$ cat src/pkg/bbi2c_regs.svh
// register map, field positions, reset values and timing counts of the i2c master
`ifndef BBI2C_REGS_SVH
`define BBI2C_REGS_SVH

`define BBI2C_SETUP_ADDR   32'h00103400
`define BBI2C_WIN_ADDR     32'h00103404
`define BBI2C_STAT_ADDR    32'h00103408
`define BBI2C_CTRL_ADDR    32'h0010340c

`define BBI2C_CTRL_RST     32'h00000000
`define BBI2C_CTRL_EN      0
`define BBI2C_CTRL_SCL_PULL 6
`define BBI2C_CTRL_SDA_PULL 7
`define BBI2C_CTRL_OVR     10
`define BBI2C_CTRL_CLR_LO  22
`define BBI2C_CTRL_IEN_LO  28

`define BBI2C_SETUP_ADDR_LO 25
`define BBI2C_SETUP_DIR    24
`define BBI2C_SETUP_CNT_LO 8

`define BBI2C_STAT_FLG_LO  28
`define BBI2C_STAT_RBC_LO  8
`define BBI2C_STAT_STATE_LO 4
`define BBI2C_STAT_DIR     3
`define BBI2C_STAT_SDA     1
`define BBI2C_STAT_SCL     0

`define BBI2C_FLG_DONE     3
`define BBI2C_FLG_SVC      2
`define BBI2C_FLG_ANAK     1
`define BBI2C_FLG_DNAK     0

`define BBI2C_CODE_IDLE    3'h0
`define BBI2C_CODE_START   3'h1
`define BBI2C_CODE_TX      3'h2
`define BBI2C_CODE_RX      3'h3
`define BBI2C_CODE_STOP    3'h4
`define BBI2C_CODE_WAIT    3'h5

`define BBI2C_DIV_STD_0    10'h3f0
`define BBI2C_DIV_STD_1    10'h2f0
`define BBI2C_DIV_STD_2    10'h200
`define BBI2C_DIV_STD_3    10'h150
`define BBI2C_DIV_FAST_0   10'h100
`define BBI2C_DIV_FAST_1   10'h0c0
`define BBI2C_DIV_FAST_2   10'h080
`define BBI2C_DIV_FAST_3   10'h060
`define BBI2C_CHUNK_MAX    3'h4

`endif

$ cat src/pkg/bbi2c_pkg.sv
// types shared by the i2c master modules
package bbi2c_pkg;
	typedef enum logic [4:0] {
		ST_IDLE  = 5'b00001,
		ST_START = 5'b00010,
		ST_BYTE  = 5'b00100,
		ST_WAIT  = 5'b01000,
		ST_STOP  = 5'b10000
	} bbi2c_state_t;
endpackage

$ cat src/rtl/bbi2c_clkdiv.sv
// boot-fixed serial clock divider producing quarter-bit ticks
`include "bbi2c_regs.svh"
module bbi2c_clkdiv (
	// clock and reset
	input  wire logic       clk_sys,
	input  wire logic       rst,
	input  wire logic       clk_en,
	// boot straps
	input  wire logic [1:0] boot_clk_sel,
	input  wire logic       boot_fast,
	// engine
	input  wire logic       run,
	input  wire logic       hold,
	output logic            tick
);
	import bbi2c_pkg::*;

	logic       captured_ff;
	logic       nxt_captured;
	logic [7:0] quarter_ff;
	logic [7:0] nxt_quarter;
	logic [7:0] cnt_ff;
	logic [7:0] nxt_cnt;
	logic       tick_ff;
	logic       nxt_tick;
	logic [9:0] div_sel;

	function automatic logic [9:0] divider(input logic [1:0] sel, input logic fast);
		logic [9:0] d;
		d = `BBI2C_DIV_STD_0;
		case ({fast, sel})
			3'h0: d = `BBI2C_DIV_STD_0;
			3'h1: d = `BBI2C_DIV_STD_1;
			3'h2: d = `BBI2C_DIV_STD_2;
			3'h3: d = `BBI2C_DIV_STD_3;
			3'h4: d = `BBI2C_DIV_FAST_0;
			3'h5: d = `BBI2C_DIV_FAST_1;
			3'h6: d = `BBI2C_DIV_FAST_2;
			default: d = `BBI2C_DIV_FAST_3;
		endcase
		return d;
	endfunction

	always_comb begin
		div_sel      = divider(boot_clk_sel, boot_fast);
		// straps caught once after release, never again
		nxt_captured = 1'b1;
		nxt_quarter  = captured_ff ? quarter_ff : div_sel[9:2];
		nxt_tick     = 1'b0;
		nxt_cnt      = cnt_ff;
		if (!run) begin
			nxt_cnt = 8'h00;
		end else if (hold) begin
			nxt_cnt = cnt_ff;
		end else if (cnt_ff >= 8'(quarter_ff - 8'h01)) begin
			nxt_cnt  = 8'h00;
			nxt_tick = 1'b1;
		end else begin
			nxt_cnt = 8'(cnt_ff + 8'h01);
		end
	end

	always_ff @(posedge clk_sys or posedge rst) begin
		if (rst) begin
			captured_ff <= 1'b0;
			quarter_ff  <= 8'h00;
			cnt_ff      <= 8'h00;
			tick_ff     <= 1'b0;
		end else if (clk_en) begin
			captured_ff <= nxt_captured;
			quarter_ff  <= nxt_quarter;
			cnt_ff      <= nxt_cnt;
			tick_ff     <= nxt_tick;
		end
	end

	assign tick = tick_ff;
endmodule

$ cat src/rtl/bbi2c_pins.sv
// open-drain pin selection between override bits and engine, line status
`include "bbi2c_regs.svh"
module bbi2c_pins (
	// clock and reset
	input  wire logic clk_sys,
	input  wire logic rst,
	input  wire logic clk_en,
	// drive requests
	input  wire logic override,
	input  wire logic sw_sda_pull,
	input  wire logic sw_scl_pull,
	input  wire logic hw_sda_pull,
	input  wire logic hw_scl_pull,
	// pins
	input  wire logic sda_i,
	output logic      sda_o,
	output logic      sda_oe,
	input  wire logic scl_i,
	output logic      scl_o,
	output logic      scl_oe,
	// line status
	output logic      sda_low,
	output logic      scl_low
);
	import bbi2c_pkg::*;

	logic sda_oe_ff;
	logic scl_oe_ff;
	logic sda_low_ff;
	logic scl_low_ff;
	logic nxt_sda_oe;
	logic nxt_scl_oe;
	logic nxt_sda_low;
	logic nxt_scl_low;
	logic drive_lvl_ff;

	always_comb begin
		// engine is cut off entirely while override is on
		nxt_sda_oe  = override ? sw_sda_pull : hw_sda_pull;
		nxt_scl_oe  = override ? sw_scl_pull : hw_scl_pull;
		// reads the wire, so external pull-downs show as well
		nxt_sda_low = ~sda_i;
		nxt_scl_low = ~scl_i;
	end

	always_ff @(posedge clk_sys or posedge rst) begin
		if (rst) begin
			sda_oe_ff    <= 1'b0;
			scl_oe_ff    <= 1'b0;
			sda_low_ff   <= 1'b0;
			scl_low_ff   <= 1'b0;
			drive_lvl_ff <= 1'b0;
		end else if (clk_en) begin
			sda_oe_ff    <= nxt_sda_oe;
			scl_oe_ff    <= nxt_scl_oe;
			sda_low_ff   <= nxt_sda_low;
			scl_low_ff   <= nxt_scl_low;
			drive_lvl_ff <= 1'b0;
		end
	end

	// open drain: level is always low, only the enable moves
	assign sda_o   = drive_lvl_ff;
	assign scl_o   = drive_lvl_ff;
	assign sda_oe  = sda_oe_ff;
	assign scl_oe  = scl_oe_ff;
	assign sda_low = sda_low_ff;
	assign scl_low = scl_low_ff;
endmodule

$ cat src/rtl/bbi2c_top.sv
// i2c master with register window engine and pin override mode
`include "bbi2c_regs.svh"
module bbi2c_top (
	// clock and reset
	input  wire logic        clk_sys,
	input  wire logic        rst,
	input  wire logic        clk_en,
	// boot straps
	input  wire logic [1:0]  boot_clk_sel,
	input  wire logic        boot_fast,
	// register port
	input  wire logic        reg_wr,
	input  wire logic        reg_rd,
	input  wire logic [31:0] reg_addr,
	input  wire logic [31:0] reg_wdata,
	output logic      [31:0] reg_rdata,
	// serial pins
	input  wire logic        sda_i,
	output logic             sda_o,
	output logic             sda_oe,
	input  wire logic        scl_i,
	output logic             scl_o,
	output logic             scl_oe,
	// event request
	output logic             irq_req
);
	import bbi2c_pkg::*;

	////////////////////////////////////////////////////////////////////////////////
	// control group
	logic [3:0]   ien_ff, nxt_ien;
	logic         ovr_ff, nxt_ovr;
	logic         sda_sw_ff, nxt_sda_sw;
	logic         scl_sw_ff, nxt_scl_sw;
	logic         en_ff, nxt_en;
	logic [31:0]  rdata_ff, nxt_rdata;
	logic         irq_ff, nxt_irq;
	// engine group
	bbi2c_state_t state_ff, nxt_state;
	logic [1:0]   phase_ff, nxt_phase;
	logic [3:0]   bit_ff, nxt_bit;
	logic [7:0]   shift_ff, nxt_shift;
	logic         is_addr_ff, nxt_is_addr;
	logic [2:0]   chunk_ff, nxt_chunk;
	logic [1:0]   idx_ff, nxt_idx;
	logic         sda_pull_ff, nxt_sda_pull;
	logic         scl_pull_ff, nxt_scl_pull;
	logic         nak_ff, nxt_nak;
	logic         ack_ok_ff, nxt_ack_ok;
	logic [6:0]   addr_ff, nxt_addr;
	logic         dir_ff, nxt_dir;
	logic [7:0]   cnt_ff, nxt_cnt;
	logic [7:0]   rbc_ff, nxt_rbc;
	logic [31:0]  window_ff, nxt_window;
	logic [3:0]   flags_ff, nxt_flags;
	// glue
	logic         wr_ctrl, wr_setup, wr_win, rd_win;
	logic [3:0]   clr, set;
	logic         tick, run, hold, tx, active;
	logic         sda_low, scl_low;
	logic [7:0]   rbc_dec;
	logic [2:0]   state_code;

	function automatic logic hit(input logic [31:0] a, input logic [31:0] r);
		return a == r;
	endfunction

	function automatic logic [2:0] chunk_of(input logic [7:0] n);
		return (n >= 8'h04) ? `BBI2C_CHUNK_MAX : n[2:0];
	endfunction

	function automatic logic [7:0] byte_get(input logic [31:0] w, input logic [1:0] i);
		logic [7:0] b;
		b = w[31:24];
		case (i)
			2'h0: b = w[31:24];
			2'h1: b = w[23:16];
			2'h2: b = w[15:8];
			default: b = w[7:0];
		endcase
		return b;
	endfunction

	function automatic logic [31:0] byte_put(input logic [31:0] w, input logic [1:0] i,
			input logic [7:0] b);
		logic [31:0] r;
		r = w;
		case (i)
			2'h0: r[31:24] = b;
			2'h1: r[23:16] = b;
			2'h2: r[15:8] = b;
			default: r[7:0] = b;
		endcase
		return r;
	endfunction

	////////////////////////////////////////////////////////////////////////////////
	// bus decode
	always_comb begin
		wr_ctrl  = reg_wr & hit(reg_addr, `BBI2C_CTRL_ADDR);
		wr_setup = reg_wr & hit(reg_addr, `BBI2C_SETUP_ADDR);
		wr_win   = reg_wr & hit(reg_addr, `BBI2C_WIN_ADDR);
		rd_win   = reg_rd & hit(reg_addr, `BBI2C_WIN_ADDR);
		clr      = wr_ctrl ? reg_wdata[`BBI2C_CTRL_CLR_LO +: 4] : 4'h0;
		active   = en_ff & ~ovr_ff;
		tx       = is_addr_ff | ~dir_ff;
		run      = (state_ff != ST_IDLE) && (state_ff != ST_WAIT);
		hold     = run & ~scl_pull_ff & scl_low;
		rbc_dec  = 8'(rbc_ff - 8'h01);
	end

	always_comb begin
		case (state_ff)
			ST_IDLE:  state_code = `BBI2C_CODE_IDLE;
			ST_START: state_code = `BBI2C_CODE_START;
			ST_BYTE:  state_code = tx ? `BBI2C_CODE_TX : `BBI2C_CODE_RX;
			ST_WAIT:  state_code = `BBI2C_CODE_WAIT;
			ST_STOP:  state_code = nak_ff ? `BBI2C_CODE_IDLE : `BBI2C_CODE_STOP;
			default:  state_code = `BBI2C_CODE_IDLE;
		endcase
	end

	////////////////////////////////////////////////////////////////////////////////
	// control registers and read mux
	always_comb begin
		nxt_ien    = ien_ff;
		nxt_ovr    = ovr_ff;
		nxt_sda_sw = sda_sw_ff;
		nxt_scl_sw = scl_sw_ff;
		nxt_en     = en_ff;
		if (wr_ctrl) begin
			nxt_ien    = reg_wdata[`BBI2C_CTRL_IEN_LO +: 4];
			nxt_ovr    = reg_wdata[`BBI2C_CTRL_OVR];
			nxt_sda_sw = reg_wdata[`BBI2C_CTRL_SDA_PULL];
			nxt_scl_sw = reg_wdata[`BBI2C_CTRL_SCL_PULL];
			nxt_en     = reg_wdata[`BBI2C_CTRL_EN];
		end
		nxt_rdata = rdata_ff;
		if (reg_rd) begin
			nxt_rdata = 32'h00000000;
			if (hit(reg_addr, `BBI2C_CTRL_ADDR)) begin
				nxt_rdata[`BBI2C_CTRL_IEN_LO +: 4] = ien_ff;
				nxt_rdata[`BBI2C_CTRL_OVR]         = ovr_ff;
				nxt_rdata[`BBI2C_CTRL_SDA_PULL]    = sda_sw_ff;
				nxt_rdata[`BBI2C_CTRL_SCL_PULL]    = scl_sw_ff;
				nxt_rdata[`BBI2C_CTRL_EN]          = en_ff;
			end else if (hit(reg_addr, `BBI2C_SETUP_ADDR)) begin
				nxt_rdata[`BBI2C_SETUP_ADDR_LO +: 7] = addr_ff;
				nxt_rdata[`BBI2C_SETUP_DIR]          = dir_ff;
				nxt_rdata[`BBI2C_SETUP_CNT_LO +: 8]  = cnt_ff;
			end else if (hit(reg_addr, `BBI2C_WIN_ADDR)) begin
				nxt_rdata = window_ff;
			end else if (hit(reg_addr, `BBI2C_STAT_ADDR)) begin
				nxt_rdata[`BBI2C_STAT_FLG_LO +: 4]   = flags_ff;
				nxt_rdata[`BBI2C_STAT_RBC_LO +: 8]   = rbc_ff;
				nxt_rdata[`BBI2C_STAT_STATE_LO +: 3] = state_code;
				nxt_rdata[`BBI2C_STAT_DIR]           = dir_ff;
				nxt_rdata[`BBI2C_STAT_SDA]           = sda_low;
				nxt_rdata[`BBI2C_STAT_SCL]           = scl_low;
			end
		end
		nxt_irq = |(flags_ff & ien_ff);
	end

	always_ff @(posedge clk_sys or posedge rst) begin
		if (rst) begin
			ien_ff    <= 4'(`BBI2C_CTRL_RST >> `BBI2C_CTRL_IEN_LO);
			ovr_ff    <= 1'(`BBI2C_CTRL_RST >> `BBI2C_CTRL_OVR);
			sda_sw_ff <= 1'(`BBI2C_CTRL_RST >> `BBI2C_CTRL_SDA_PULL);
			scl_sw_ff <= 1'(`BBI2C_CTRL_RST >> `BBI2C_CTRL_SCL_PULL);
			en_ff     <= 1'(`BBI2C_CTRL_RST >> `BBI2C_CTRL_EN);
			rdata_ff  <= 32'h00000000;
			irq_ff    <= 1'b0;
		end else if (clk_en) begin
			ien_ff    <= nxt_ien;
			ovr_ff    <= nxt_ovr;
			sda_sw_ff <= nxt_sda_sw;
			scl_sw_ff <= nxt_scl_sw;
			en_ff     <= nxt_en;
			rdata_ff  <= nxt_rdata;
			irq_ff    <= nxt_irq;
		end
	end

	////////////////////////////////////////////////////////////////////////////////
	// serial engine, master only, four ticks per bit
	always_comb begin
		nxt_state    = state_ff;
		nxt_phase    = phase_ff;
		nxt_bit      = bit_ff;
		nxt_shift    = shift_ff;
		nxt_is_addr  = is_addr_ff;
		nxt_chunk    = chunk_ff;
		nxt_idx      = idx_ff;
		nxt_sda_pull = sda_pull_ff;
		nxt_scl_pull = scl_pull_ff;
		nxt_nak      = nak_ff;
		nxt_ack_ok   = ack_ok_ff;
		nxt_addr     = addr_ff;
		nxt_dir      = dir_ff;
		nxt_cnt      = cnt_ff;
		nxt_rbc      = rbc_ff;
		nxt_window   = window_ff;
		set          = 4'h0;
		case (state_ff)
			ST_IDLE: begin
				nxt_sda_pull = 1'b0;
				nxt_scl_pull = 1'b0;
				nxt_phase    = 2'h0;
				if (active && wr_setup) begin
					nxt_addr  = reg_wdata[`BBI2C_SETUP_ADDR_LO +: 7];
					nxt_dir   = reg_wdata[`BBI2C_SETUP_DIR];
					nxt_cnt   = reg_wdata[`BBI2C_SETUP_CNT_LO +: 8];
					nxt_rbc   = reg_wdata[`BBI2C_SETUP_CNT_LO +: 8];
					nxt_chunk = chunk_of(reg_wdata[`BBI2C_SETUP_CNT_LO +: 8]);
					nxt_idx   = 2'h0;
					if (reg_wdata[`BBI2C_SETUP_DIR] &&
							reg_wdata[`BBI2C_SETUP_CNT_LO +: 8] != 8'h00) begin
						nxt_window = 32'h00000000;
						nxt_state  = ST_START;
					end
				end else if (active && wr_win && !dir_ff && rbc_ff != 8'h00) begin
					nxt_window = reg_wdata;
					nxt_chunk  = chunk_of(rbc_ff);
					nxt_idx    = 2'h0;
					nxt_state  = ST_START;
				end
			end
			ST_START: if (tick) begin
				nxt_phase = 2'(phase_ff + 2'h1);
				case (phase_ff)
					2'h1: nxt_sda_pull = 1'b1;
					2'h2: nxt_scl_pull = 1'b1;
					2'h3: begin
						nxt_state    = ST_BYTE;
						nxt_is_addr  = 1'b1;
						nxt_bit      = 4'h0;
						nxt_shift    = {addr_ff, dir_ff};
						nxt_sda_pull = ~addr_ff[6];
					end
					default: ;
				endcase
			end
			ST_BYTE: if (tick) begin
				nxt_phase = 2'(phase_ff + 2'h1);
				case (phase_ff)
					2'h0: nxt_scl_pull = 1'b0;
					2'h1: begin
						if (bit_ff == 4'h8) begin
							nxt_ack_ok = sda_low;
						end else if (!tx) begin
							nxt_shift = {shift_ff[6:0], ~sda_low};
						end
					end
					2'h2: nxt_scl_pull = 1'b1;
					default: begin
						if (bit_ff != 4'h8) begin
							nxt_bit = 4'(bit_ff + 4'h1);
							if (bit_ff == 4'h7) begin
								// ack slot: transmitter lets go, receiver pulls except on the last byte
								nxt_sda_pull = tx ? 1'b0 : (rbc_ff != 8'h01);
							end else begin
								nxt_sda_pull = tx ? ~shift_ff[6 - bit_ff[2:0]] : 1'b0;
							end
						end else if (tx && !ack_ok_ff) begin
							// refused byte ends the transfer here
							set[`BBI2C_FLG_ANAK] = is_addr_ff;
							set[`BBI2C_FLG_DNAK] = ~is_addr_ff;
							nxt_nak      = 1'b1;
							nxt_sda_pull = 1'b1;
							nxt_state    = ST_STOP;
						end else if (is_addr_ff) begin
							nxt_is_addr  = 1'b0;
							nxt_bit      = 4'h0;
							nxt_shift    = byte_get(window_ff, idx_ff);
							nxt_sda_pull = dir_ff ? 1'b0 : ~nxt_shift[7];
						end else begin
							nxt_rbc   = rbc_dec;
							nxt_chunk = 3'(chunk_ff - 3'h1);
							nxt_idx   = 2'(idx_ff + 2'h1);
							nxt_bit   = 4'h0;
							if (dir_ff) begin
								nxt_window = byte_put(window_ff, idx_ff, shift_ff);
							end
							if (rbc_dec == 8'h00) begin
								set[`BBI2C_FLG_DONE] = 1'b1;
								nxt_sda_pull = 1'b1;
								nxt_state    = ST_STOP;
							end else if (chunk_ff == 3'h1) begin
								// clock held low while software services the window
								set[`BBI2C_FLG_SVC] = 1'b1;
								nxt_sda_pull = 1'b0;
								nxt_state    = ST_WAIT;
							end else begin
								nxt_shift    = byte_get(window_ff, 2'(idx_ff + 2'h1));
								nxt_sda_pull = dir_ff ? 1'b0 : ~nxt_shift[7];
							end
						end
					end
				endcase
			end
			ST_WAIT: begin
				nxt_phase = 2'h0;
				if (!dir_ff && wr_win) begin
					nxt_window   = reg_wdata;
					nxt_chunk    = chunk_of(rbc_ff);
					nxt_idx      = 2'h0;
					nxt_shift    = reg_wdata[31:24];
					nxt_sda_pull = ~reg_wdata[31];
					nxt_state    = ST_BYTE;
				end else if (dir_ff && rd_win) begin
					// old contents latched into the read data on this same edge
					nxt_window = 32'h00000000;
					nxt_chunk  = chunk_of(rbc_ff);
					nxt_idx    = 2'h0;
					nxt_state  = ST_BYTE;
				end
			end
			ST_STOP: if (tick) begin
				nxt_phase = 2'(phase_ff + 2'h1);
				case (phase_ff)
					2'h0: nxt_scl_pull = 1'b0;
					2'h1: nxt_sda_pull = 1'b0;
					2'h3: begin
						nxt_nak   = 1'b0;
						nxt_state = ST_IDLE;
					end
					default: ;
				endcase
			end
			default: nxt_state = ST_IDLE;
		endcase
		// set beats clear in the same cycle
		nxt_flags = (flags_ff & ~clr) | set;
		if (!active) begin
			// disable or override abandons the byte in flight
			nxt_state    = ST_IDLE;
			nxt_phase    = 2'h0;
			nxt_sda_pull = 1'b0;
			nxt_scl_pull = 1'b0;
			nxt_nak      = 1'b0;
		end
		if (!en_ff) begin
			nxt_flags  = 4'h0;
			nxt_rbc    = 8'h00;
			nxt_window = 32'h00000000;
		end
	end

	always_ff @(posedge clk_sys or posedge rst) begin
		if (rst) begin
			state_ff    <= ST_IDLE;
			phase_ff    <= 2'h0;
			bit_ff      <= 4'h0;
			shift_ff    <= 8'h00;
			is_addr_ff  <= 1'b0;
			chunk_ff    <= 3'h0;
			idx_ff      <= 2'h0;
			sda_pull_ff <= 1'b0;
			scl_pull_ff <= 1'b0;
			nak_ff      <= 1'b0;
			ack_ok_ff   <= 1'b0;
			addr_ff     <= 7'h00;
			dir_ff      <= 1'b0;
			cnt_ff      <= 8'h00;
			rbc_ff      <= 8'h00;
			window_ff   <= 32'h00000000;
			flags_ff    <= 4'h0;
		end else if (clk_en) begin
			state_ff    <= nxt_state;
			phase_ff    <= nxt_phase;
			bit_ff      <= nxt_bit;
			shift_ff    <= nxt_shift;
			is_addr_ff  <= nxt_is_addr;
			chunk_ff    <= nxt_chunk;
			idx_ff      <= nxt_idx;
			sda_pull_ff <= nxt_sda_pull;
			scl_pull_ff <= nxt_scl_pull;
			nak_ff      <= nxt_nak;
			ack_ok_ff   <= nxt_ack_ok;
			addr_ff     <= nxt_addr;
			dir_ff      <= nxt_dir;
			cnt_ff      <= nxt_cnt;
			rbc_ff      <= nxt_rbc;
			window_ff   <= nxt_window;
			flags_ff    <= nxt_flags;
		end
	end

	////////////////////////////////////////////////////////////////////////////////
	// submodules
	bbi2c_clkdiv u_clkdiv (
		.clk_sys      (clk_sys),
		.rst          (rst),
		.clk_en       (clk_en),
		.boot_clk_sel (boot_clk_sel),
		.boot_fast    (boot_fast),
		.run          (run),
		.hold         (hold),
		.tick         (tick)
	);

	bbi2c_pins u_pins (
		.clk_sys     (clk_sys),
		.rst         (rst),
		.clk_en      (clk_en),
		.override    (ovr_ff),
		.sw_sda_pull (sda_sw_ff),
		.sw_scl_pull (scl_sw_ff),
		.hw_sda_pull (sda_pull_ff),
		.hw_scl_pull (scl_pull_ff),
		.sda_i       (sda_i),
		.sda_o       (sda_o),
		.sda_oe      (sda_oe),
		.scl_i       (scl_i),
		.scl_o       (scl_o),
		.scl_oe      (scl_oe),
		.sda_low     (sda_low),
		.scl_low     (scl_low)
	);

	assign reg_rdata = rdata_ff;
	assign irq_req   = irq_ff;
endmodule

$ cat config.mk
export PLATFORM = sky130hd
export DESIGN_NAME = bbi2c_top
export DESIGN_NICKNAME = d
export VERILOG_FILES = /design/src/pkg/bbi2c_pkg.sv /design/src/rtl/bbi2c_clkdiv.sv /design/src/rtl/bbi2c_pins.sv /design/src/rtl/bbi2c_top.sv
export VERILOG_INCLUDE_DIRS = /design/src /design/src/pkg
export SDC_FILE = /design/constraint.sdc
export NUM_CORES = 1
export LEC_CHECK = 0
export BUFFER_PORTS_ARGS = -buffer_cell sky130_fd_sc_hd__buf_4
export CORE_MARGIN = 8
export CORE_UTILIZATION = 40
export CTS_CLUSTER_DIAMETER = 200
export DETAILED_ROUTE_END_ITERATION = 16
export PLACE_DENSITY = 0.56
export REMOVE_ABC_BUFFERS = 1
export SLEW_MARGIN = 20
export SYNTH_ARGS = -nofsm -noshare
export SYNTH_HDL_FRONTEND = slang
export SYNTH_SLANG_ARGS = --single-unit
$ cat constraint.sdc
create_clock -name clk_sys -period 4.88 [get_ports clk_sys]
set_input_delay 0 -clock clk_sys [delete_from_list [all_inputs] [get_ports clk_sys]]
set_output_delay 0 -clock clk_sys [all_outputs]
set_load 0.01 [all_outputs]
==> results of run 1 <==
-- power breakdown --
group / internal [mW] / leakage (nW) / total (mW) / switching, mW
logic: 0.200 / 2.44 / 0.558 / 0.358
clock network: 0.831 / 0.310 / 1.45 / 0.617
registers: 1.28 / 2.04 / 1.32 / 0.0369
total: 2.31 / 4.80 / 3.32 / 1.01
-- per-layer routing --
| layer | share of wire, % | GRT usage, % | up-vias |
|---|---|---|---|
| li1 | - | - | 3949 |
| met1 | 46 | 31.51 | 4156 |
| met2 | 43 | 33.11 | 432 |
| met3 | 8.8 | 4.894 | 49 |
| met4 | 2.4 | 7.716 | 0 |
| met5 | 0 | 0 | - |
-- per-stage QoR --
stage | utilization [%] | std cells
finish | 49.31 | 1406
detailed placement | 44.56 | 1331
global route | 49.31 | 1406
floorplan | - | 931
global placement | 44.56 | 1331
CTS | 49.31 | 1406
-- critical path, cell delays in order, from the launching register on --
cell and delay, ns:
dfrtp_1 0.48, nor2_4 0.23, nand3_2 0.48, o311a_1 0.55, a311oi_2 0.47, nand4_1 0.21
or3_1 0.55, o21ai_1 0.19
-- cell usage in the layout, fill, tap and decap left out, types with 8 or more instances in the layout --
master and count:
a21oi_1 59, a221oi_1 9, a222oi_1 14, a22oi_1 36
a31oi_1 9, buf_4 115, clkbuf_16 17, dfrtp_1 149
dlygate4sd3_1 43, ha_1 26, inv_1 24, mux2_2 37
mux2i_1 10, nand2_1 138, nand2b_1 11, nand3_1 15
nand4_1 9, nor2_1 74, nor2b_1 9, nor3_1 23
nor4_1 11, o211ai_1 8, o21ai_0 83, o21ai_1 11
o2bb2ai_1 10, o31ai_1 20, or3_1 8
-- synthesized netlist by cell type (7+ instances only) --
| master | n | share of area, % |
|---|---|---|
| dfrtp_1 | 149 | 41 |
| nand2_1 | 138 | 5.7 |
| o21ai_0 | 83 | 4.6 |
| nor2_1 | 74 | 3.1 |
| a21oi_1 | 59 | 3.3 |
| clkbuf_1 | 48 | 2.0 |
| mux2_2 | 37 | 4.6 |
| a22oi_1 | 36 | 3.0 |
| ha_1 | 26 | 3.6 |
| inv_1 | 25 | 1.0 |
| nor3_1 | 23 | 1.3 |
| o31ai_1 | 20 | 1.7 |
| nand3_1 | 15 | 0.83 |
| a222oi_1 | 14 | 1.5 |
| o21ai_1 | 12 | 0.66 |
| buf_2 | 11 | 0.61 |
| nand2b_1 | 11 | 0.76 |
| nor4_1 | 11 | 0.76 |
| mux2i_1 | 10 | 1.1 |
| o2bb2ai_1 | 10 | 0.97 |
| a221oi_1 | 9 | 0.87 |
| a31oi_1 | 9 | 0.62 |
| nand4_1 | 9 | 0.62 |
| nor2b_1 | 9 | 0.62 |
| o211ai_1 | 8 | 0.66 |
| or3_1 | 8 | 0.55 |
| a2111oi_0 | 7 | 0.68 |
| mux4_2 | 7 | 1.7 |
-- state kept, by name, summed over array words and instances, names as in the netlist, 2 cells and up --
register             cells
u_clkdiv.quarter_ff      6
cnt_ff                   8
window_ff               32
state_ff                 5
chunk_ff                 3
u_clkdiv.cnt_ff          8
addr_ff                  7
rbc_ff                   8
flags_ff                 4
ien_ff                   4
bit_ff                   4
phase_ff                 2
reg_rdata               32
idx_ff                   2
shift_ff                 8
-- logic make-up after synthesis --
family                     Yosys count  synth area share [%]
AOI/OAI and AO/OA                  320                 23.75
xor gates and xnor gates             8                0.7733
adders and majority gates           26                 3.590
buffers and inverters               95                 4.336
DFF                                150                 41.44
muxes                               54                 7.443
other                                1               0.04139
and+or+nand+nor                    346                 18.63
-- final cells by class --
class	count	area, um^2	area share, %
multi-input combinational	756	4923	44.50
sequential	150	3755	33.94
timing repair buffer	158	1294	11.69
clock buffer	17	425.4	3.845
tap	285	356.6	3.223
clock inverter	15	210.2	1.900
inverter	25	98.84	0.8935
-- worst paths after layout --
path / end / slack, ns / cells past startpoint
setup / recovery: window_ff[26]$_DFFE_PP0P_ / 1.65 / 7
hold / removal: reg_rdata[12]$_DFFE_PP0P_ / 0.15 / 4
setup reg to reg: window_ff[26]$_DFFE_PP0P_ / 1.65 / 7
hold reg to reg: u_clkdiv.captured_ff$_DFFE_PP0P_ / 0.46 / 1
max in group asynchronous: u_pins.sda_oe$_DFFE_PP0P_ / 3.28 / 4
min in group asynchronous: reg_rdata[8]$_DFFE_PP0P_ / 0.34 / 3
==> results.toml, run 1 <==
[clock_tree]
clockRootBuffer = "clkbuf_16"
clk-insertion-delay-late_ns = 0.43
post_cts_resized = 0
cts_hold_buf = 43
post_cts_buffers = 0
cts_made_buffers = 17
path_clk_slew_ns = 0.07
cts_sinks = 150
cts_buffer_depth = 2
h-tree-depth = 4
cts_tree = "built"

[setup_path]
crit_start = "state_ff[4]$_DFFE_PP0P_"
cp.required_ns = 5.24
crit_arrival_ns = 3.58
critical_path_class = "flip-flop to flip-flop"
path_max_fanout = 25
setup.worst_path.start_class = "flip-flop"
cp-end-kind = "flip-flop"
r2r-start = "state_ff[4]$_DFFE_PP0P_"

[detailed_routing]
drc = 0
wire_per_inst_um = 22.12
vias_per_cell = 6.107
drt-total-wl_um = 31100
first_pass_iters = 6
vias = 8586
ant_nets = 0
dr.first_iter.drc_count = 814

[finish]
diodes = 0
fill_cells = 2152
fin_nets = 1208
syn_to_final_growth_pct = 22.09
final_area_um2 = 11060
drive_gt1_share_pct = 19.89

[sta]
relSlewSlack_pct = 34.63
setup_tns_ns = 0
setup_violations = 0
timing.final.crit_share_pct = 66.09
setup_ws_ns = 1.655
finalHoldViolations = 0
timing.hold.ws_ns = 0.1501
fin_skew_ns = 0.01036
finalMaxSlewViolations = 0
fmax_ghz = 0.3101
tightestPinTransition_ns = 0.9805
finalCriticalPeriod_ns = 3.225
rsz0062_at_grt = "false"

[place]
gp_congestion = 0.8781
pre_cts_ws_ns = 1.721
io_buffer_count = 108
dpl_cell_area_um2 = 9996
hpwl_um = 21990

[grt]
grt_pass1_vias = 8325
grt_max_degree = 102
overflow = 0
grt_first_pass_wirelength_um = 48870
antenna_found_initial = 0
grt.total_usage_pct = 22.30

[yosys]
ys_ff_latch = 150
synth-edff-count = 0
synth_warnings = 0
synth_ff_type = "dfrtp_1"
synth_area_um2 = 9061
seq_area_frac_synth_pct = 41.44
ys_types = 85
syn_area_per_cell_um2 = 9.061
async_reset_ff_share_pct = 100.0
netlist_instances = 1000

[floorplan]
core_area_um2 = 22430
fp.dieArea_um2 = 27730
rows = 55
chipHeight_um = 166.5
io_pins = 111
start_util_pct = 40.39
chipWidth_um = 166.5

[outcome]
outcome = "complete, no violations"

[min_path]
hold_class = "input port to flip-flop"
hold_start = "reg_addr[3]"

[flow_run]
drv_cap = 0

[power_and_ir_drop]
ir_drop_mv = 0.2292
power_density_nw_per_um2 = 300.5
leakagePower_nw = 4.797
power_mw = 3.324
Note: power is estimated with default switching activity, not from simulation.
==> inputs of run 2 (changes only) <==
- PLACE_DENSITY: 0.56 -> 0.59
- clock period: 4.88 -> 2.7 ns (I/O delays scaled with it)
==> run 2 against run 1 <==
Flip-flop and latch count unchanged. Maximum frequency grew 22%. Global-route usage rose by 0.33 points. Sequential share of layout area shrank 1.8 points. Cell area increased by 5.7%. Sequential power up 81%. Worst setup slack got worse by 1.6 ns. Power up 73%. Via count rose by 3.3%. Combinational power up 95%. Wire length grew 1.8%. Non-clock buffer count rose by 78. Largest cell class unchanged.
==> results.toml, run 2 (synthesis gave the netlist of run 1 again) <==
[floorplan]
chipWidth_um = 166.5
fp.dieArea_um2 = 27730
rows = 55
start_util_pct = 40.39
core_area_um2 = 22430
chipHeight_um = 166.5
io_pins = 111

[finish]
layout_common_cells = "191 x buf_4, 148 x dfrtp_1, 138 x nand2_1"
syn_to_final_growth_pct = 29.11
layout_commonest_cell = "buf_4"
final_area_um2 = 11700
fin_nets = 1286
diodes = 0
drive_gt1_share_pct = 25.79
fin_util_pct = 52.15
fill_cells = 2105

[detailed_routing]
ant_nets = 0
drc = 0
wire_per_inst_um = 21.34
vias = 8867
dr.first_iter.drc_count = 762
first_pass_iters = 5
drt-total-wl_um = 31650
vias_per_cell = 5.979

[clock_tree]
cts_buffer_depth = 2
cts_sinks = 150
cts_tree = "built"
h-tree-depth = 4
cts_made_buffers = 17
path_clk_slew_ns = 0.07
post_cts_buffers = 0
clockRootBuffer = "clkbuf_16"
clk-insertion-delay-late_ns = 0.44

[sta]
fmax_ghz = 0.3787
fin_skew_ns = 0.01564
relSlewSlack_pct = 49.28
finalHoldViolations = 0
setup_tns_ns = 0
rsz0062_at_grt = "true"
finalCriticalPeriod_ns = 2.641
timing.hold.ws_ns = 0.1227
setup_violations = 0
tightestPinTransition_ns = 0.7593
timing.final.crit_share_pct = 97.81
finalMaxSlewViolations = 0

[grt]
grt_max_degree = 76
grt_first_pass_wirelength_um = 50110
grt.total_usage_pct = 22.63
grt_pass1_vias = 8755
antenna_found_initial = 0
overflow = 0

[setup_path]
path_cells = "inv_1, ha_1, nand3b_1, nor3b_1, o21ai_0, a311oi_2, buf_4, and4_1, o21ai_0, o21ai_0"
slowest_stage = "dfrtp_1"
cpPeakStageDelay_ns = 0.40
critPathMostFrequentCell = "o21ai_0"
path_max_fanout = 5
cp.required_ns = 3.05
critical_path_class = "flip-flop to flip-flop"
cp-end-kind = "flip-flop"
crit_arrival_ns = 2.99
setup.worst_path.start_class = "flip-flop"

[power_and_ir_drop]
power.switching_mw = 1.803
comb_power_share_pct = 18.9
p_int_mw = 3.958
p_sw_share_pct = 31.29
ir_drop_mv = 0.4096
power_density_nw_per_um2 = 492.5
p_clk_share_pct = 39.7
leakagePower_nw = 5.190
power_mw = 5.762
pwr-share-seq_pct = 41.4

[place]
io_buffer_count = 108
gp_congestion = 0.9060
dpl_cell_area_um2 = 10600
hpwl_um = 23360

[outcome]
outcome = "complete, no violations"

[flow_run]
drv_cap = 0

[min_path]
hold_class = "input port to flip-flop"
run 2: cell types whose count changed in the layout (fill, tap and decap cells not counted), moves of 3 or more:
cell        change
buf_4          +76
bufinv_16       -3
clkinvlp_4      +3
mux2_2          -9
mux2_4          +9
run 2: layout make-up:
cell class	instances	area, um^2	share of cell area [%]
Sequential cell	150	3756	32.11
Multi-Input combinational cell	756	5029	42.98
Timing Repair Buffer	236	1904	16.28
Clock inverter	13	115.1	0.9840
Clock buffer	18	439.2	3.754
Inverter	25	98.84	0.8449
Tap cell	285	356.6	3.048
run 2: stage by stage:
step	std cells	setup WS [ns]
final	1483	0.05911
after global routing	1483	-0.08169
after CTS	1483	0.01112
after detailed placement	1409	-0.08897
after global placement	1409	-0.08075
after floorplan	931	-1.335
run 2: power groups by stage:
stage	clock network (mW)	registers, mW	logic, mW
after floorplan	0	2.42	0.528
after global placement	0	2.42	0.994
after detailed placement	0	2.43	1.01
after CTS	2.32	2.39	1.06
after global routing	2.40	2.40	1.19
final	2.29	2.39	1.09
run 2: layer usage:
| metal | routed length [um] | track usage, % | vias up |
|---|---|---|---|
| met3 | 2867 | 5.083 | 48 |
| met5 | 0 | 0 | - |
| met4 | 619 | 6.933 | 0 |
| met1 | 14180 | 31.45 | 4311 |
| li1 | - | - | 4103 |
| met2 | 13980 | 34.56 | 405 |
run 2: timing repair:
action | CTS | global route
pin swaps | 0 | 3
hold buffers | 43 | 0
endpoints found under the hold margin | 150 | 0
gates resized for setup | 1 | 26
gates cloned | 0 | 0
setup endpoints to repair | 1 | 44
run 2: path summary, 6_finish.rpt:
check	from	to	slack, ns	cells past startpoint
max	bit_ff[1]$_DFFE_PP0P_	window_ff[7]$_DFFE_PP0P_	0.06	10
min	reg_wr	cnt_ff[0]$_DFFE_PP0P_	0.12	5
max reg2reg	bit_ff[1]$_DFFE_PP0P_	window_ff[7]$_DFFE_PP0P_	0.06	10
min reg2reg	u_clkdiv.captured_ff$_DFFE_PP0P_	u_clkdiv.captured_ff$_DFFE_PP0P_	0.46	1
max in group asynchronous	rst	u_clkdiv.tick$_DFFE_PP0P_	1.67	4
min in group asynchronous	rst	reg_rdata[8]$_DFFE_PP0P_	0.26	3
run 2: worst max-delay path, delay by kind of cell (launching register included):
family | cells | cell delay, ns
compound gates | 4 | 0.98
simple gates | 3 | 0.76
flops | 1 | 0.40
buf+inv | 2 | 0.26
fa+ha+maj | 1 | 0.15
==> inputs of run 3 (changes only) <==
- ABC_AREA: default -> 1
- PLACE_DENSITY: 0.59 -> 0.58
==> run 3 against run 2 <==
Global-route usage is 1.1 points higher. Clock power is 6% higher. Clock skew is 0.0068 ns lower. Sequential power is 3% lower. Cell count is 31% higher. Area after synthesis is 12% higher.
==> results.toml, run 3 <==
[yosys]
synth_ff_type = "dfrtp_1"
syn_area_per_cell_um2 = 7.029
synth-edff-count = 0
ys_ff_latch = 150
synth-simple-area-share_pct = 34.28
netlist.area_leader.share_pct = 36.81
ys_types = 58
netlist_instances = 1441
yosys.area.top_type = "dfrtp_1"
synth_fa_ha_area_share_pct = 3.212
synth_top_family_by_area = "simple AND/OR/NAND/NOR gates"
synth_area_leaders = "dfrtp_1 37%, nand2_1 16%, inv_1 5.2%"
async_reset_ff_share_pct = 100.0
synthMuxAreaShare_pct = 0.3335
synth-compound-area-share_pct = 15.86
synth_xor_area_share_pct = 0.8647
synth_area_um2 = 10130
synthTopCellsByCount = "445 x nand2_1, 149 x dfrtp_1, 140 x inv_1, 122 x nor2_1, 100 x o21ai_0"
synth_warnings = 0
synth_most_common_cell = "nand2_1"
seq_area_frac_synth_pct = 37.07

[sta]
timing.final.crit_share_pct = 88.95
setup_violations = 0
finalHoldViolations = 0
rsz0062_at_grt = "false"
finalCriticalPeriod_ns = 2.402
relSlewSlack_pct = 61.63
fin_skew_ns = 0.008886
tightestPinTransition_ns = 0.5755
setup_ws_ns = 0.2984
setup_tns_ns = 0
fmax_ghz = 0.4164
finalMaxSlewViolations = 0
timing.hold.ws_ns = 0.02332

[setup_path]
critical_path_class = "flip-flop to flip-flop"
cp.required_ns = 3.02
setup.worst_path.start_class = "flip-flop"
critPathMostFrequentCell = "nand2_1"
cpPeakStageDelay_ns = 0.43
path_cells = "nor2_1, nand2_1, o21ai_1, nand3_1, nor2_2, inv_1, nand3_1, nand3_2, nand2_1, nand2_1"
cp_top_family = "simple AND/OR/NAND/NOR gates"
path_max_fanout = 5
crit_cells = 10
cp_num_buf_inv = 1
slowest_stage = "dfrtp_1"
crit_arrival_ns = 2.72
cp-end-kind = "flip-flop"
reg2reg_depth = 10

[clock_tree]
post_cts_buffers = 0
cts_tree = "built"
cts_sinks = 150
post_cts_resized = 0
h-tree-depth = 4
cts_hold_buf = 39
clk-insertion-delay-late_ns = 0.44
cts_buffer_depth = 2
cts_made_buffers = 17
clockRootBuffer = "clkbuf_16"
path_clk_slew_ns = 0.07

[grt]
antenna_found_initial = 0
grt_first_pass_wirelength_um = 56990
grt_pass1_vias = 10140
grt.total_usage_pct = 23.71
grt_max_degree = 56
overflow = 0

[finish]
fill_cells = 2535
layout_common_cells = "445 x nand2_1, 149 x dfrtp_1, 140 x buf_4"
layout_commonest_cell = "nand2_1"
drive_gt1_share_pct = 16.29
seqCellArea_um2 = 3755
fin_cells = 1944
multi_input_area_um2 = 5533
fin_util_pct = 49.51
diodes = 0
syn_to_final_growth_pct = 22.37
fin_nets = 1702

[outcome]
outcome = "complete, no violations"

[min_path]
hold_class = "input port to flip-flop"
min_path_cells = 4

[place]
gp_congestion = 0.9432
pre_cts_ws_ns = 0.2965
hpwl_um = 28030
place_inst = 1874
io_buffer_count = 108

[detailed_routing]
drt-total-wl_um = 36150
vias_per_cell = 5.354
drc = 0
vias = 10410
ant_nets = 0
first_pass_iters = 6
dr.first_iter.drc_count = 993
wire_per_inst_um = 18.60

[power_and_ir_drop]
ir_drop_mv = 0.3020
leakagePower_nw = 6.109
power_density_nw_per_um2 = 429.4

[floorplan]
chipHeight_um = 175.1
start_util_pct = 40.45
fp.dieArea_um2 = 30670
chipWidth_um = 175.1
io_pins = 111
rows = 58
core_area_um2 = 25040

[flow_run]
drv_cap = 0
run 3: cell count changes after synthesis, sizes merged, moves of 15 or more:
cell    before  now
a22oi       36    3
clkbuf      48   23
inv         25  156
mux2        37    3
nand2      138  456
nand3       16  100
nand4       10   25
nor2        75  151
o21ai       96  153
o31ai       20    4
run 3: path summary, 6_finish.rpt:
| path | from | to | slack (ns) |
|---|---|---|---|
| max in group asynchronous | rst | window_ff[3]$_DFFE_PP0P_ | 1.83 |
| min in group asynchronous | rst | reg_rdata[14]$_DFFE_PP0P_ | 0.07 |
| worst min register to register | shift_ff[5]$_DFFE_PP0P_ | shift_ff[5]$_DFFE_PP0P_ | 0.47 |
| worst max register to register | rbc_ff[2]$_DFFE_PP0P_ | state_ff[3]$_DFFE_PP0P_ | 0.30 |
| worst max-delay path | rbc_ff[2]$_DFFE_PP0P_ | state_ff[3]$_DFFE_PP0P_ | 0.30 |
| worst min-delay path | reg_wdata[22] | flags_ff[0]$_DFFE_PP0P_ | 0.02 |
run 3: cell families after synthesis:
group,after synthesis
other,1
adder cells (fa/ha/maj),26
buffers and inverters,205
flip-flops,150
XOR/XNOR,10
multiplexers,3
AND/OR/NAND/NOR,761
AO/OA/AOI/OAI,285
run 3: final cells by class:
cell class,count,area share [%]
timing repair buffer,181,11.95
inverter,165,5.128
multi-input combinational,1087,44.64
tap,330,3.331
sequential,150,30.29
clock inverter,13,1.110
clock buffer,18,3.543
run 3: worst register-to-register path, stage by stage, from the launching register on:
cell	delay, ns
dfrtp_1	0.43
nor2_1	0.30
nand2_1	0.18
o21ai_1	0.21
nand3_1	0.30
nor2_2	0.31
inv_1	0.08
nand3_1	0.18
nand3_2	0.15
nand2_1	0.09
nand2_1	0.05
run 3: power breakdown:
part           internal, mW  switching, mW  total [mW]
logic                 0.233          0.354       0.586
registers              2.29         0.0328        2.32
clock network          1.32           1.10        2.42
total                  3.84           1.48        5.32
run 3: stage by stage:
stage / power (mW) / area (um^2)
detailed placement: 2.899 / 11430
CTS: 5.355 / 12390
global placement: 2.896 / 11430
floorplan: 2.639 / 9918
finish: 5.322 / 12390
global route: 5.509 / 12390
run 3: metal layers:
| layer | GRT usage (%) | part of all wire, % | wire, um |
|---|---|---|---|
| met5 | 0 | 0 | 0 |
| met3 | 4.317 | 6.9 | 2478 |
| met2 | 37.45 | 45 | 16340 |
| met1 | 31.28 | 44 | 15810 |
| met4 | 10.39 | 4.2 | 1532 |
